[src/shared/fbsgc_pkg.sv]
// Purpose: constants and types of the fieldbus slave global control block
// Assumes: word-indexed Avalon-MM register map, 32-bit data
// Notes: buffer indices 2 bits; 00 names buffer 4 (substitute slot)
//
// Operation
// - control message only in cyclic exchange, only from locking master
// - control message with over two payload bytes or no buffer: reject
// - header bytes 0-5, control byte 6, group mask byte 7
// - act if membership AND mask nonzero, or mask zero
// - reserved bit 7, 6 or 0 set: unsupported flag, drop master
// - sync moves output bus buffer to pending, raises output ready
// - sync or freeze without capability acts like a reserved bit
// - unsync leaves sync mode and moves output data to pending
// - freeze takes pending input into bus buffer and holds it
// - unfreeze ends freezing and takes new pending input
// - clear sets cleared mode, raises irq; fetch swaps substitute
// - with pin routing set, sync drives output ready onto PB3
// - store control byte of valid messages; cell resets to FFh
// - command irq: mode 0 on change, mode 1 on every message
// - zero-length output exchange accepted; substitute joins rotation
// - read inputs: zero length, cyclic exchange, any master, record
// - read inputs: no service while waiting, no resource if length
// - repeated read inputs returns newly published input data
// - read outputs: same acceptance and rejection as read inputs
// - repeated read outputs returns newly fetched output data
// - get configuration always, no resource if request data
package fbsgc_pkg;
  localparam logic [2:0] REG_CONFIG = 3'h0;
  localparam logic [2:0] REG_DOUT_LEN = 3'h1;
  localparam logic [2:0] REG_STATUS = 3'h2;
  localparam logic [2:0] REG_COMMAND = 3'h3;
  localparam logic [2:0] REG_SCB = 3'h4;
  localparam int HDR_BYTES = 6;
  localparam int CTRL_BYTE_POS = 6;
  localparam int GROUP_BYTE_POS = 7;
  localparam int CTRL_SYNC = 5;
  localparam int CTRL_UNSYNC = 4;
  localparam int CTRL_FREEZE = 3;
  localparam int CTRL_UNFREEZE = 2;
  localparam int CTRL_CLEAR = 1;
  localparam logic [7:0] CTRL_RESERVED = 8'hC1;
  localparam logic [7:0] GC_MAX_LEN = 8'h02;
  localparam logic [7:0] LAST_CMD_RESET = 8'hFF;
  localparam int CMD_FETCH = 0;
  localparam int CMD_NEW_DIN = 1;
  localparam int CMD_CLR_NS = 2;
  localparam logic [1:0] BUF_D_RESET = 2'h1;
  localparam logic [1:0] BUF_N_RESET = 2'h2;
  localparam logic [1:0] BUF_U_RESET = 2'h3;
  localparam logic [1:0] BUF_C_RESET = 2'h0;
  typedef enum logic [2:0] {
    SVC_WR_RD = 3'b000, SVC_GC = 3'b001, SVC_RD_IN = 3'b010,
    SVC_RD_OUT = 3'b011, SVC_GET_CFG = 3'b100
  } fbsgc_svc_type;
  typedef enum logic [1:0] {
    ST_WAIT_PRM = 2'b00, ST_WAIT_CFG = 2'b01, ST_DATA_EXCH = 2'b10
  } fbsgc_slave_type;
  typedef enum logic [1:0] {
    RESP_OK = 2'b00, RESP_IGNORED = 2'b01,
    RESP_NO_SERVICE = 2'b10, RESP_NO_RESOURCE = 2'b11
  } fbsgc_resp_type;
  typedef enum logic {BUS_IDLE = 1'b0, BUS_ACK = 1'b1} fbsgc_bus_type;
  typedef struct packed {
    logic route_irq_to_pin;
    logic control_irq_mode;
    logic freeze_cap;
    logic sync_cap;
    logic skip_reserved_check;
    logic [6:0] master_addr;
    logic [7:0] group;
  } fbsgc_cfg_type;
  typedef struct packed {
    fbsgc_svc_type kind;
    logic [6:0] src;
    logic [7:0] len;
    logic [7:0] ctrl;
    logic [7:0] mask;
    logic buf_avail;
  } fbsgc_svc_req_type;
endpackage : fbsgc_pkg

[src/rtl/fbsgc_top.sv]
// Purpose: global control, read services and buffer rotation of a slave
// Assumes: protocol engine delivers one service per SVC_VALID pulse
// Notes: all state in one struct; outputs straight from flip-flops
`timescale 1ns/1ps
module fbsgc_top import fbsgc_pkg::*; #(
  parameter int DATA_W = 32
) (
  input wire logic MCLK,
  input wire logic ARST_N,
  input wire logic CLK_EN,
  input wire logic [2:0] AVS_ADDRESS,
  input wire logic AVS_READ,
  input wire logic AVS_WRITE,
  input wire logic [DATA_W-1:0] AVS_WRITEDATA,
  output logic [DATA_W-1:0] AVS_READDATA,
  output logic AVS_WAITREQUEST,
  input wire logic SVC_VALID,
  input wire fbsgc_svc_req_type SVC_REQ,
  input wire fbsgc_slave_type SLAVE_STATE,
  output logic RESP_VALID,
  output fbsgc_resp_type RESP_CODE,
  output logic [1:0] RESP_BUF,
  output logic OUTPUT_READY_IRQ,
  output logic CONTROL_COMMAND_IRQ,
  output logic PORT_PB3,
  output logic DROP_MASTER
);
  if (DATA_W != 32) begin : g_chk
    $error("fbsgc_top serves 32-bit data only");
  end

  typedef struct packed {
    fbsgc_bus_type bus;
    logic waitreq;
    logic [31:0] readdata;
    fbsgc_cfg_type cfg;
    logic [7:0] dout_len;
    logic [7:0] last_cmd;
    logic not_sup;
    logic sync_mode;
    logic freeze_mode;
    logic pend_clr;
    logic u_clr;
    logic [1:0] od;
    logic [1:0] on;
    logic [1:0] ou;
    logic [1:0] oc;
    logic d_full;
    logic on_new;
    logic [1:0] id;
    logic [1:0] in;
    logic [1:0] iu;
    logic in_new;
    logic scb_in_ok;
    logic [6:0] scb_in_src;
    logic scb_out_ok;
    logic [6:0] scb_out_src;
    logic resp_valid;
    fbsgc_resp_type resp_code;
    logic [1:0] resp_buf;
    logic out_irq;
    logic cmd_irq;
    logic pb3;
    logic drop;
  } fbsgc_state_type;

  fbsgc_state_type s;
  fbsgc_state_type next_s;
  logic fetch;
  logic new_din;
  logic gc_ok;
  logic grp_hit;
  logic bad;
  logic gc_act;
  logic [7:0] ctrl;

  // ----------------------------------------------------------------
  // register read mux
  // ----------------------------------------------------------------
  function automatic logic [31:0] rd_word(input fbsgc_state_type t,
                                         input logic [2:0] a);
    logic [31:0] w;
    w = 32'h0000_0000;
    case (a)
      REG_CONFIG: w = {12'h000, t.cfg};
      REG_DOUT_LEN: w = {24'h00_0000, t.dout_len};
      REG_STATUS: w = {20'h0_0000, t.pend_clr, t.freeze_mode,
                       t.sync_mode, t.not_sup, t.last_cmd};
      REG_COMMAND: w = {15'h0000, t.in_new, t.on_new, t.u_clr,
                        t.id, t.in, t.iu, t.oc, t.od, t.on, t.ou};
      REG_SCB: w = {16'h0000, t.scb_out_ok, t.scb_out_src,
                    t.scb_in_ok, t.scb_in_src};
      default: w = 32'h0000_0000;
    endcase
    return w;
  endfunction : rd_word

  // ----------------------------------------------------------------
  // control message decode
  // ----------------------------------------------------------------
  assign ctrl = SVC_REQ.ctrl;
  assign gc_ok = SVC_REQ.kind == SVC_GC
    && SLAVE_STATE == ST_DATA_EXCH
    && SVC_REQ.src == s.cfg.master_addr
    && SVC_REQ.len <= GC_MAX_LEN && SVC_REQ.buf_avail;
  assign grp_hit = (s.cfg.group & SVC_REQ.mask) != 8'h00
    || SVC_REQ.mask == 8'h00;
  assign bad = (!s.cfg.skip_reserved_check
                && (ctrl & CTRL_RESERVED) != 8'h00)
    || (ctrl[CTRL_SYNC] && !s.cfg.sync_cap)
    || (ctrl[CTRL_FREEZE] && !s.cfg.freeze_cap);
  assign gc_act = SVC_VALID && gc_ok && grp_hit && !bad;

  // ----------------------------------------------------------------
  // next state
  // ----------------------------------------------------------------
  always_comb begin
    next_s = s;
    fetch = 1'b0;
    new_din = 1'b0;
    next_s.resp_valid = 1'b0;
    next_s.out_irq = 1'b0;
    next_s.cmd_irq = 1'b0;
    next_s.pb3 = 1'b0;
    next_s.drop = 1'b0;
    // one wait state: answer comes the edge after the request is seen
    case (s.bus)
      BUS_IDLE: begin
        if (AVS_READ || AVS_WRITE) begin
          next_s.bus = BUS_ACK;
          next_s.waitreq = 1'b0;
          next_s.readdata = AVS_READ ? rd_word(s, AVS_ADDRESS) : 32'h0;
        end
      end
      BUS_ACK: begin
        next_s.bus = BUS_IDLE;
        next_s.waitreq = 1'b1;
        if (AVS_WRITE) begin
          case (AVS_ADDRESS)
            REG_CONFIG: next_s.cfg = AVS_WRITEDATA[19:0];
            REG_DOUT_LEN: next_s.dout_len = AVS_WRITEDATA[7:0];
            REG_COMMAND: begin
              fetch = AVS_WRITEDATA[CMD_FETCH];
              new_din = AVS_WRITEDATA[CMD_NEW_DIN];
              // clear first, so a same-cycle set below wins
              if (AVS_WRITEDATA[CMD_CLR_NS]) begin
                next_s.not_sup = 1'b0;
              end
            end
            default: ;
          endcase
        end
      end
      default: begin
        next_s.bus = BUS_IDLE;
        next_s.waitreq = 1'b1;
      end
    endcase
    if (SVC_VALID) begin
      next_s.resp_valid = 1'b1;
      next_s.resp_code = RESP_OK;
      next_s.resp_buf = s.id;
      case (SVC_REQ.kind)
        SVC_GC: begin
          if (!gc_ok) begin
            next_s.resp_code = RESP_IGNORED;
          end else if (!grp_hit) begin
            next_s.resp_code = RESP_IGNORED;
          end else if (bad) begin
            next_s.not_sup = 1'b1;
            next_s.drop = 1'b1;
          end else begin
            next_s.last_cmd = ctrl;
            next_s.cmd_irq = s.cfg.control_irq_mode
              || ctrl != s.last_cmd;
            if (ctrl[CTRL_SYNC] || ctrl[CTRL_UNSYNC]) begin
              next_s.sync_mode = ctrl[CTRL_SYNC];
              if (s.d_full) begin
                {next_s.od, next_s.on} = {s.on, s.od};
                next_s.on_new = 1'b1;
                next_s.d_full = 1'b0;
              end
              next_s.out_irq = 1'b1;
              next_s.pb3 = ctrl[CTRL_SYNC]
                && s.cfg.route_irq_to_pin;
            end
            if (ctrl[CTRL_FREEZE] || ctrl[CTRL_UNFREEZE]) begin
              next_s.freeze_mode = ctrl[CTRL_FREEZE];
              if (s.in_new) begin
                {next_s.id, next_s.in} = {s.in, s.id};
                next_s.in_new = 1'b0;
              end
            end
            if (ctrl[CTRL_CLEAR]) begin
              next_s.pend_clr = 1'b1;
              next_s.on_new = 1'b1;
              next_s.out_irq = 1'b1;
            end
          end
        end
        SVC_WR_RD: begin
          if (SLAVE_STATE != ST_DATA_EXCH
              || SVC_REQ.src != s.cfg.master_addr) begin
            next_s.resp_code = RESP_IGNORED;
          end else if (SVC_REQ.len == 8'h00 && s.dout_len != 8'h00) begin
            next_s.pend_clr = 1'b1;
            next_s.on_new = 1'b1;
            next_s.out_irq = 1'b1;
          end else if (SVC_REQ.len != s.dout_len) begin
            next_s.resp_code = RESP_NO_RESOURCE;
          end else if (s.sync_mode) begin
            next_s.d_full = 1'b1;
          end else begin
            {next_s.od, next_s.on} = {s.on, s.od};
            next_s.on_new = 1'b1;
            next_s.out_irq = 1'b1;
          end
          if (!s.freeze_mode && s.in_new) begin
            {next_s.id, next_s.in} = {s.in, s.id};
            next_s.in_new = 1'b0;
            next_s.resp_buf = s.in;
          end
        end
        SVC_RD_IN, SVC_RD_OUT: begin
          if (SLAVE_STATE != ST_DATA_EXCH) begin
            next_s.resp_code = RESP_NO_SERVICE;
          end else if (SVC_REQ.len != 8'h00) begin
            next_s.resp_code = RESP_NO_RESOURCE;
          end else if (SVC_REQ.kind == SVC_RD_IN) begin
            next_s.scb_in_ok = 1'b1;
            next_s.scb_in_src = SVC_REQ.src;
            if (!s.freeze_mode && s.in_new) begin
              {next_s.id, next_s.in} = {s.in, s.id};
              next_s.in_new = 1'b0;
              next_s.resp_buf = s.in;
            end
          end else begin
            next_s.scb_out_ok = 1'b1;
            next_s.scb_out_src = SVC_REQ.src;
            next_s.resp_buf = s.ou;
          end
        end
        SVC_GET_CFG: begin
          if (SVC_REQ.len != 8'h00) begin
            next_s.resp_code = RESP_NO_RESOURCE;
          end
        end
        default: next_s.resp_code = RESP_IGNORED;
      endcase
    end
    // user fetch after the exchange above, so it sees fresh data
    if (fetch) begin
      if (next_s.on_new && next_s.pend_clr) begin
        {next_s.ou, next_s.oc} = {next_s.oc, next_s.ou};
        next_s.u_clr = 1'b1;
      end else if (next_s.on_new) begin
        {next_s.ou, next_s.on} = {next_s.on, next_s.ou};
        next_s.u_clr = 1'b0;
      end
      next_s.on_new = 1'b0;
      next_s.pend_clr = 1'b0;
    end
    if (new_din) begin
      {next_s.iu, next_s.in} = {next_s.in, next_s.iu};
      next_s.in_new = 1'b1;
    end
  end

  // ----------------------------------------------------------------
  // state register
  // ----------------------------------------------------------------
  always_ff @(posedge MCLK or negedge ARST_N) begin
    if (!ARST_N) begin
      s <= '0;
      s.waitreq <= 1'b1;
      s.last_cmd <= LAST_CMD_RESET;
      s.od <= BUF_D_RESET;
      s.on <= BUF_N_RESET;
      s.ou <= BUF_U_RESET;
      s.oc <= BUF_C_RESET;
      s.id <= BUF_D_RESET;
      s.in <= BUF_N_RESET;
      s.iu <= BUF_U_RESET;
    end else if (CLK_EN) begin
      s <= next_s;
    end
  end

  assign AVS_READDATA = s.readdata;
  assign AVS_WAITREQUEST = s.waitreq;
  assign RESP_VALID = s.resp_valid;
  assign RESP_CODE = s.resp_code;
  assign RESP_BUF = s.resp_buf;
  assign OUTPUT_READY_IRQ = s.out_irq;
  assign CONTROL_COMMAND_IRQ = s.cmd_irq;
  assign PORT_PB3 = s.pb3;
  assign DROP_MASTER = s.drop;
endmodule : fbsgc_top

[config.mk]
export PLATFORM = sky130hd
export DESIGN_NAME = fbsgc_top
export DESIGN_NICKNAME = d
export VERILOG_FILES = /design/src/shared/fbsgc_pkg.sv /design/src/rtl/fbsgc_top.sv
export SDC_FILE = /design/constraint.sdc
export NUM_CORES = 1
export LEC_CHECK = 0
export ABC_CLOCK_PERIOD_IN_PS = 6400
export BUFFER_PORTS_ARGS = -buffer_cell sky130_fd_sc_hd__buf_2
export CAP_MARGIN = 20
export CORE_MARGIN = 4
export CORE_UTILIZATION = 43
export CTS_CLUSTER_DIAMETER = 50
export DETAILED_ROUTE_END_ITERATION = 10
export PLACE_DENSITY_LB_ADDON = 0.08
export SLEW_MARGIN = 20
export SYNTH_ARGS = -nofsm -noshare
export SYNTH_HDL_FRONTEND = slang
export SYNTH_SLANG_ARGS = --single-unit
export TNS_END_PERCENT = 100
[constraint.sdc]
create_clock -name MCLK -period 6.4 [get_ports MCLK]
set_input_delay 1.92 -clock MCLK [delete_from_list [all_inputs] [get_ports MCLK]]
set_output_delay 1.92 -clock MCLK [all_outputs]
set_load 0.02 [all_outputs]
==> summary.md <==
After clock tree synthesis, the setup repair step added 0 buffers. Sort of element at the start of the critical path: an input port. In the synthesized netlist, the cells that appear most often are sky130_fd_sc_hd__dfrtp_1 (88), sky130_fd_sc_hd__nand2_1 (67), sky130_fd_sc_hd__mux2_2 (58).

Per-cell via count in the routed design: 5.757. Data arrives at the worst endpoint at 4.58 ns. The H-tree was split into 3 levels.

In this run, flip-flops and latches consume 48.8% of the power. The first global-routing pass estimated 26,980 um of wire. The logs give 4 for the total iterations of the first detailed-routing run and 230.3 MHz for the achievable clock frequency. The post-route netlist has 31.50% of its cells at a drive strength greater than 1. sky130_fd_sc_hd__dfrtp_1 is the most common cell in the netlist.

For the worst slew slack as a fraction of its limit, the log shows 29.14%. Pin placement for this block handled 120 I/O pins. At the pin with the least slew margin, the transition time is 1.063 ns.

The number of diodes added for antenna fixing is 0, and the number of cells on the worst reg-to-reg path is 8. The utilization after layout came out at 49.59%. The classification of the worst-slack hold path is flip-flop to flip-flop. For this run, the total global-route usage over all layers was measured as 21.83%.

Overall power of the completed layout: 1.623 mW. The run gives 105 as the TritonCTS sink count. The combinational share of power is 16.7%, and the total overflow reported by the global router is 0.

Hold is met by 0.4741 ns. IR analysis of the VDD net gives a maximum drop of 0.1225 mV. Buffers inserted to repair hold after CTS numbered 0.

Yosys attributes the largest share of cell area to sky130_fd_sc_hd__dfrtp_1 (37%), sky130_fd_sc_hd__mux2_2 (11%), sky130_fd_sc_hd__dfstp_2 (7.4%), sky130_fd_sc_hd__buf_4 (4.5%), sky130_fd_sc_hd__nand2_1 (4.2%). The run gives 727 as the layout net count. The logs give 70 for the pin count of the biggest net entering global routing and 6.64 ns for the required time at the worst-slack endpoint. The synthesized netlist occupies a cell area of 6007 um^2. The starting density of the core was 44.65%; the die footprint was 15,930 um^2. The area growth from synthesis to layout is 11.06%. The tools report the power spent charging and discharging nets as 0.4938 mW. For this design the ratio of total power to cell area is 243.2 nW/um^2.

The run gives 814 as the count of placed standard cells including taps. The placeable core area came out at 13,450 um^2. The internal power consumption is 1.129 mW. The run gives 0 as the total count of hold-check failures in the final report. The clock transition time at the flip-flop clock pins of the worst setup and hold paths came out at 0.08 ns. Across the routed clock network, the largest skew measured is 0.009648 ns. The via count of the first global-routing pass came out at 4,664. For the count of endpoints failing setup in the final report, the log shows 0. Cell chosen for the clock root: sky130_fd_sc_hd__clkbuf_16. The longest clock path from root to sink contains 2 buffers.

For this run, design rule violations remaining after detail routing come to 0. Counting the buffers created by CTS gives 9. Endpoint of the worst register-to-register path: s[31]$_DFFE_PN0P_. The tools report the final weighted congestion in routability-driven placement as 0.9109. The post-cts gate resize count is 0.

TritonCTS built the clock tree. The worst setup path is captured at a flip-flop. The net switching share of the total power was 30.43%; the fraction of registers with async set/reset was 100.0%. The sum of negative setup slack came out at 0 ns.

The floorplan step set the die height to 126.2 um. After technology mapping, the gate count stands at 598. The logs give 0 for the total count of max-transition violations in the final report and 42 for the site row count. The run finished with clean final reports. Classification of the worst setup path: input port to flip-flop.

Setup repair after global routing left no endpoint under its margin. The count of warnings emitted by yosys was 0; the peak fanout along the critical path was 24. The tools report the standby leakage power as 2.984 nW.

The run gives 321 as the initial detailed-routing violation count. The most used flip-flop cell after synthesis was sky130_fd_sc_hd__dfrtp_1. The top cell type by total area after synthesis was sky130_fd_sc_hd__dfrtp_1. From left edge to right edge, the die measures 126.2 um. Counting flops and latches in the post-synthesis netlist gives 105. For the setup slack of the worst register-to-register path, the log shows 3.66 ns. The worst hold path terminates at s[24]$_DFFE_PN0P_. A synthesized cell averages 10.05 um^2. The number of synthesized flops with an enable pin is 0, and the number of antenna violations at the first check in global routing is 0.

The final instance count without filler cells was 830; the number of buffers added on ports was 95. The instance count along the most critical hold path is 1, and the final routed wirelength across all metal layers is 17,430 um. The HPWL after detailed placement is 13,240 um. Of the available clock period, the critical path in the final layout requires 67.84%. The share of total power dissipated in the clock network is 34.6%.

Across all layers, the routed design uses 4,778 vias. Once detail routing completed, the nets flagged for antenna violations numbered 0. The proportion of netlist area held by the largest area contributor works out to 36.66%.

Origin of the worst min-delay path: s[24]$_DFFE_PN0P_. In this run the critical register-to-register path is launched from s[73]$_DFFE_PN0P_. The tool flagged a number of max-cap violations equal to 0. For the worst-skew pair, the clock arrives at the later sink with an insertion delay of 0.36 ns. After layout, the minimum clock period comes to 4.342 ns.

The sequential element share of the synthesized area is 44.09%, and the count of distinct cell types in the synthesized netlist is 68. Average wire per cell in the routed design: 21.00 um.
-- how the worst max path moves through the flow --
stage               slack (ns)      startpoint  cells after the start                end
floorplan                 2.49     SVC_REQ[34]                      8  s[38]$_DFFE_PN0P_
global placement          1.82  AVS_ADDRESS[0]                      8  s[38]$_DFFE_PN0P_
detailed placement        1.80     SVC_REQ[32]                      9  s[37]$_DFFE_PN1P_
CTS                       2.17     SVC_REQ[32]                      9  s[37]$_DFFE_PN1P_
global route              1.89     SVC_REQ[32]                      9  s[31]$_DFFE_PN0P_
finish                    2.06     SVC_REQ[32]                      9  s[31]$_DFFE_PN0P_
-- final cells by class --
class | count | area, um^2
clock inverter | 5 | 43.79
fill | 1340 | 6782
clock buffer | 11 | 252.7
sequential | 105 | 2649
timing repair buffer | 98 | 500.5
tap | 176 | 220.2
inverter | 8 | 30.03
multi-input combinational | 427 | 2975
-- through the flow --
| step | worst slack [ns] | instance area (um^2) |
|---|---|---|
| CTS | 2.170 | 6663 |
| detailed placement | 1.796 | 6366 |
| global route | 1.892 | 6671 |
| finish | 2.058 | 6671 |
| global placement | 1.817 | 6366 |
| floorplan | 2.485 | 6048 |
-- sequential cells by signal, summed over array words and instances, names as in the netlist --
signal,count
AVS_WAITREQUEST,1
RESP_CODE,2
RESP_VALID,1
s,75
DROP_MASTER,1
OUTPUT_READY_IRQ,1
RESP_BUF,2
PORT_PB3,1
AVS_READDATA,20
CONTROL_COMMAND_IRQ,1
-- cells in the final DEF (no fill, tap or decap), drive strengths merged, types with 11 or more instances in the layout --
master	n
nand2	67
a22o	17
clkbuf	11
o21ai	42
mux2	60
conb	12
dfrtp	88
mux2i	15
nor2	27
o22ai	14
dfstp	17
xnor2	14
buf	98
inv	11
a22oi	20
a31oi	11
-- routing by layer --
layer | up-vias | share of wire (%) | GRT usage [%]
met1 | 2369 | 48 | 31.33
met2 | 141 | 46 | 34.15
li1 | 2245 | - | -
met5 | - | 0 | 0
met3 | 23 | 4.4 | 3.048
met4 | 0 | 1.9 | 7.192
-- cell families (layout without fill, tap and decap cells) --
group | Yosys count | count (layout) | share of synthesized area, %
compound gates | 148 | 148 | 17.25
simple gates | 169 | 169 | 14.21
flops | 105 | 105 | 44.09
xor+xnor | 23 | 23 | 3.354
mux | 75 | 75 | 13.75
other cells | 1 | 12 | 0.06243
buf+inv | 77 | 122 | 7.290
-- power groups by stage --
stage / logic, mW / clock network, mW / registers (mW)
after CTS: 0.271 / 0.570 / 0.790
after global routing: 0.298 / 0.594 / 0.798
after floorplan: 0.196 / 0 / 0.773
after global placement: 0.265 / 0 / 0.800
after detailed placement: 0.269 / 0 / 0.802
final: 0.271 / 0.561 / 0.791
-- critical path, cell delays in order --
cell                       delay (ns)
sky130_fd_sc_hd__buf_2           0.35
sky130_fd_sc_hd__nor3b_2         0.57
sky130_fd_sc_hd__nand4_1         0.17
sky130_fd_sc_hd__o21bai_1        0.25
sky130_fd_sc_hd__or3_4           0.45
sky130_fd_sc_hd__a211oi_1        0.39
sky130_fd_sc_hd__o21ai_1         0.20
sky130_fd_sc_hd__o21ai_0         0.20
sky130_fd_sc_hd__o21ai_1         0.09
Note: power is estimated with default switching activity, not from simulation.
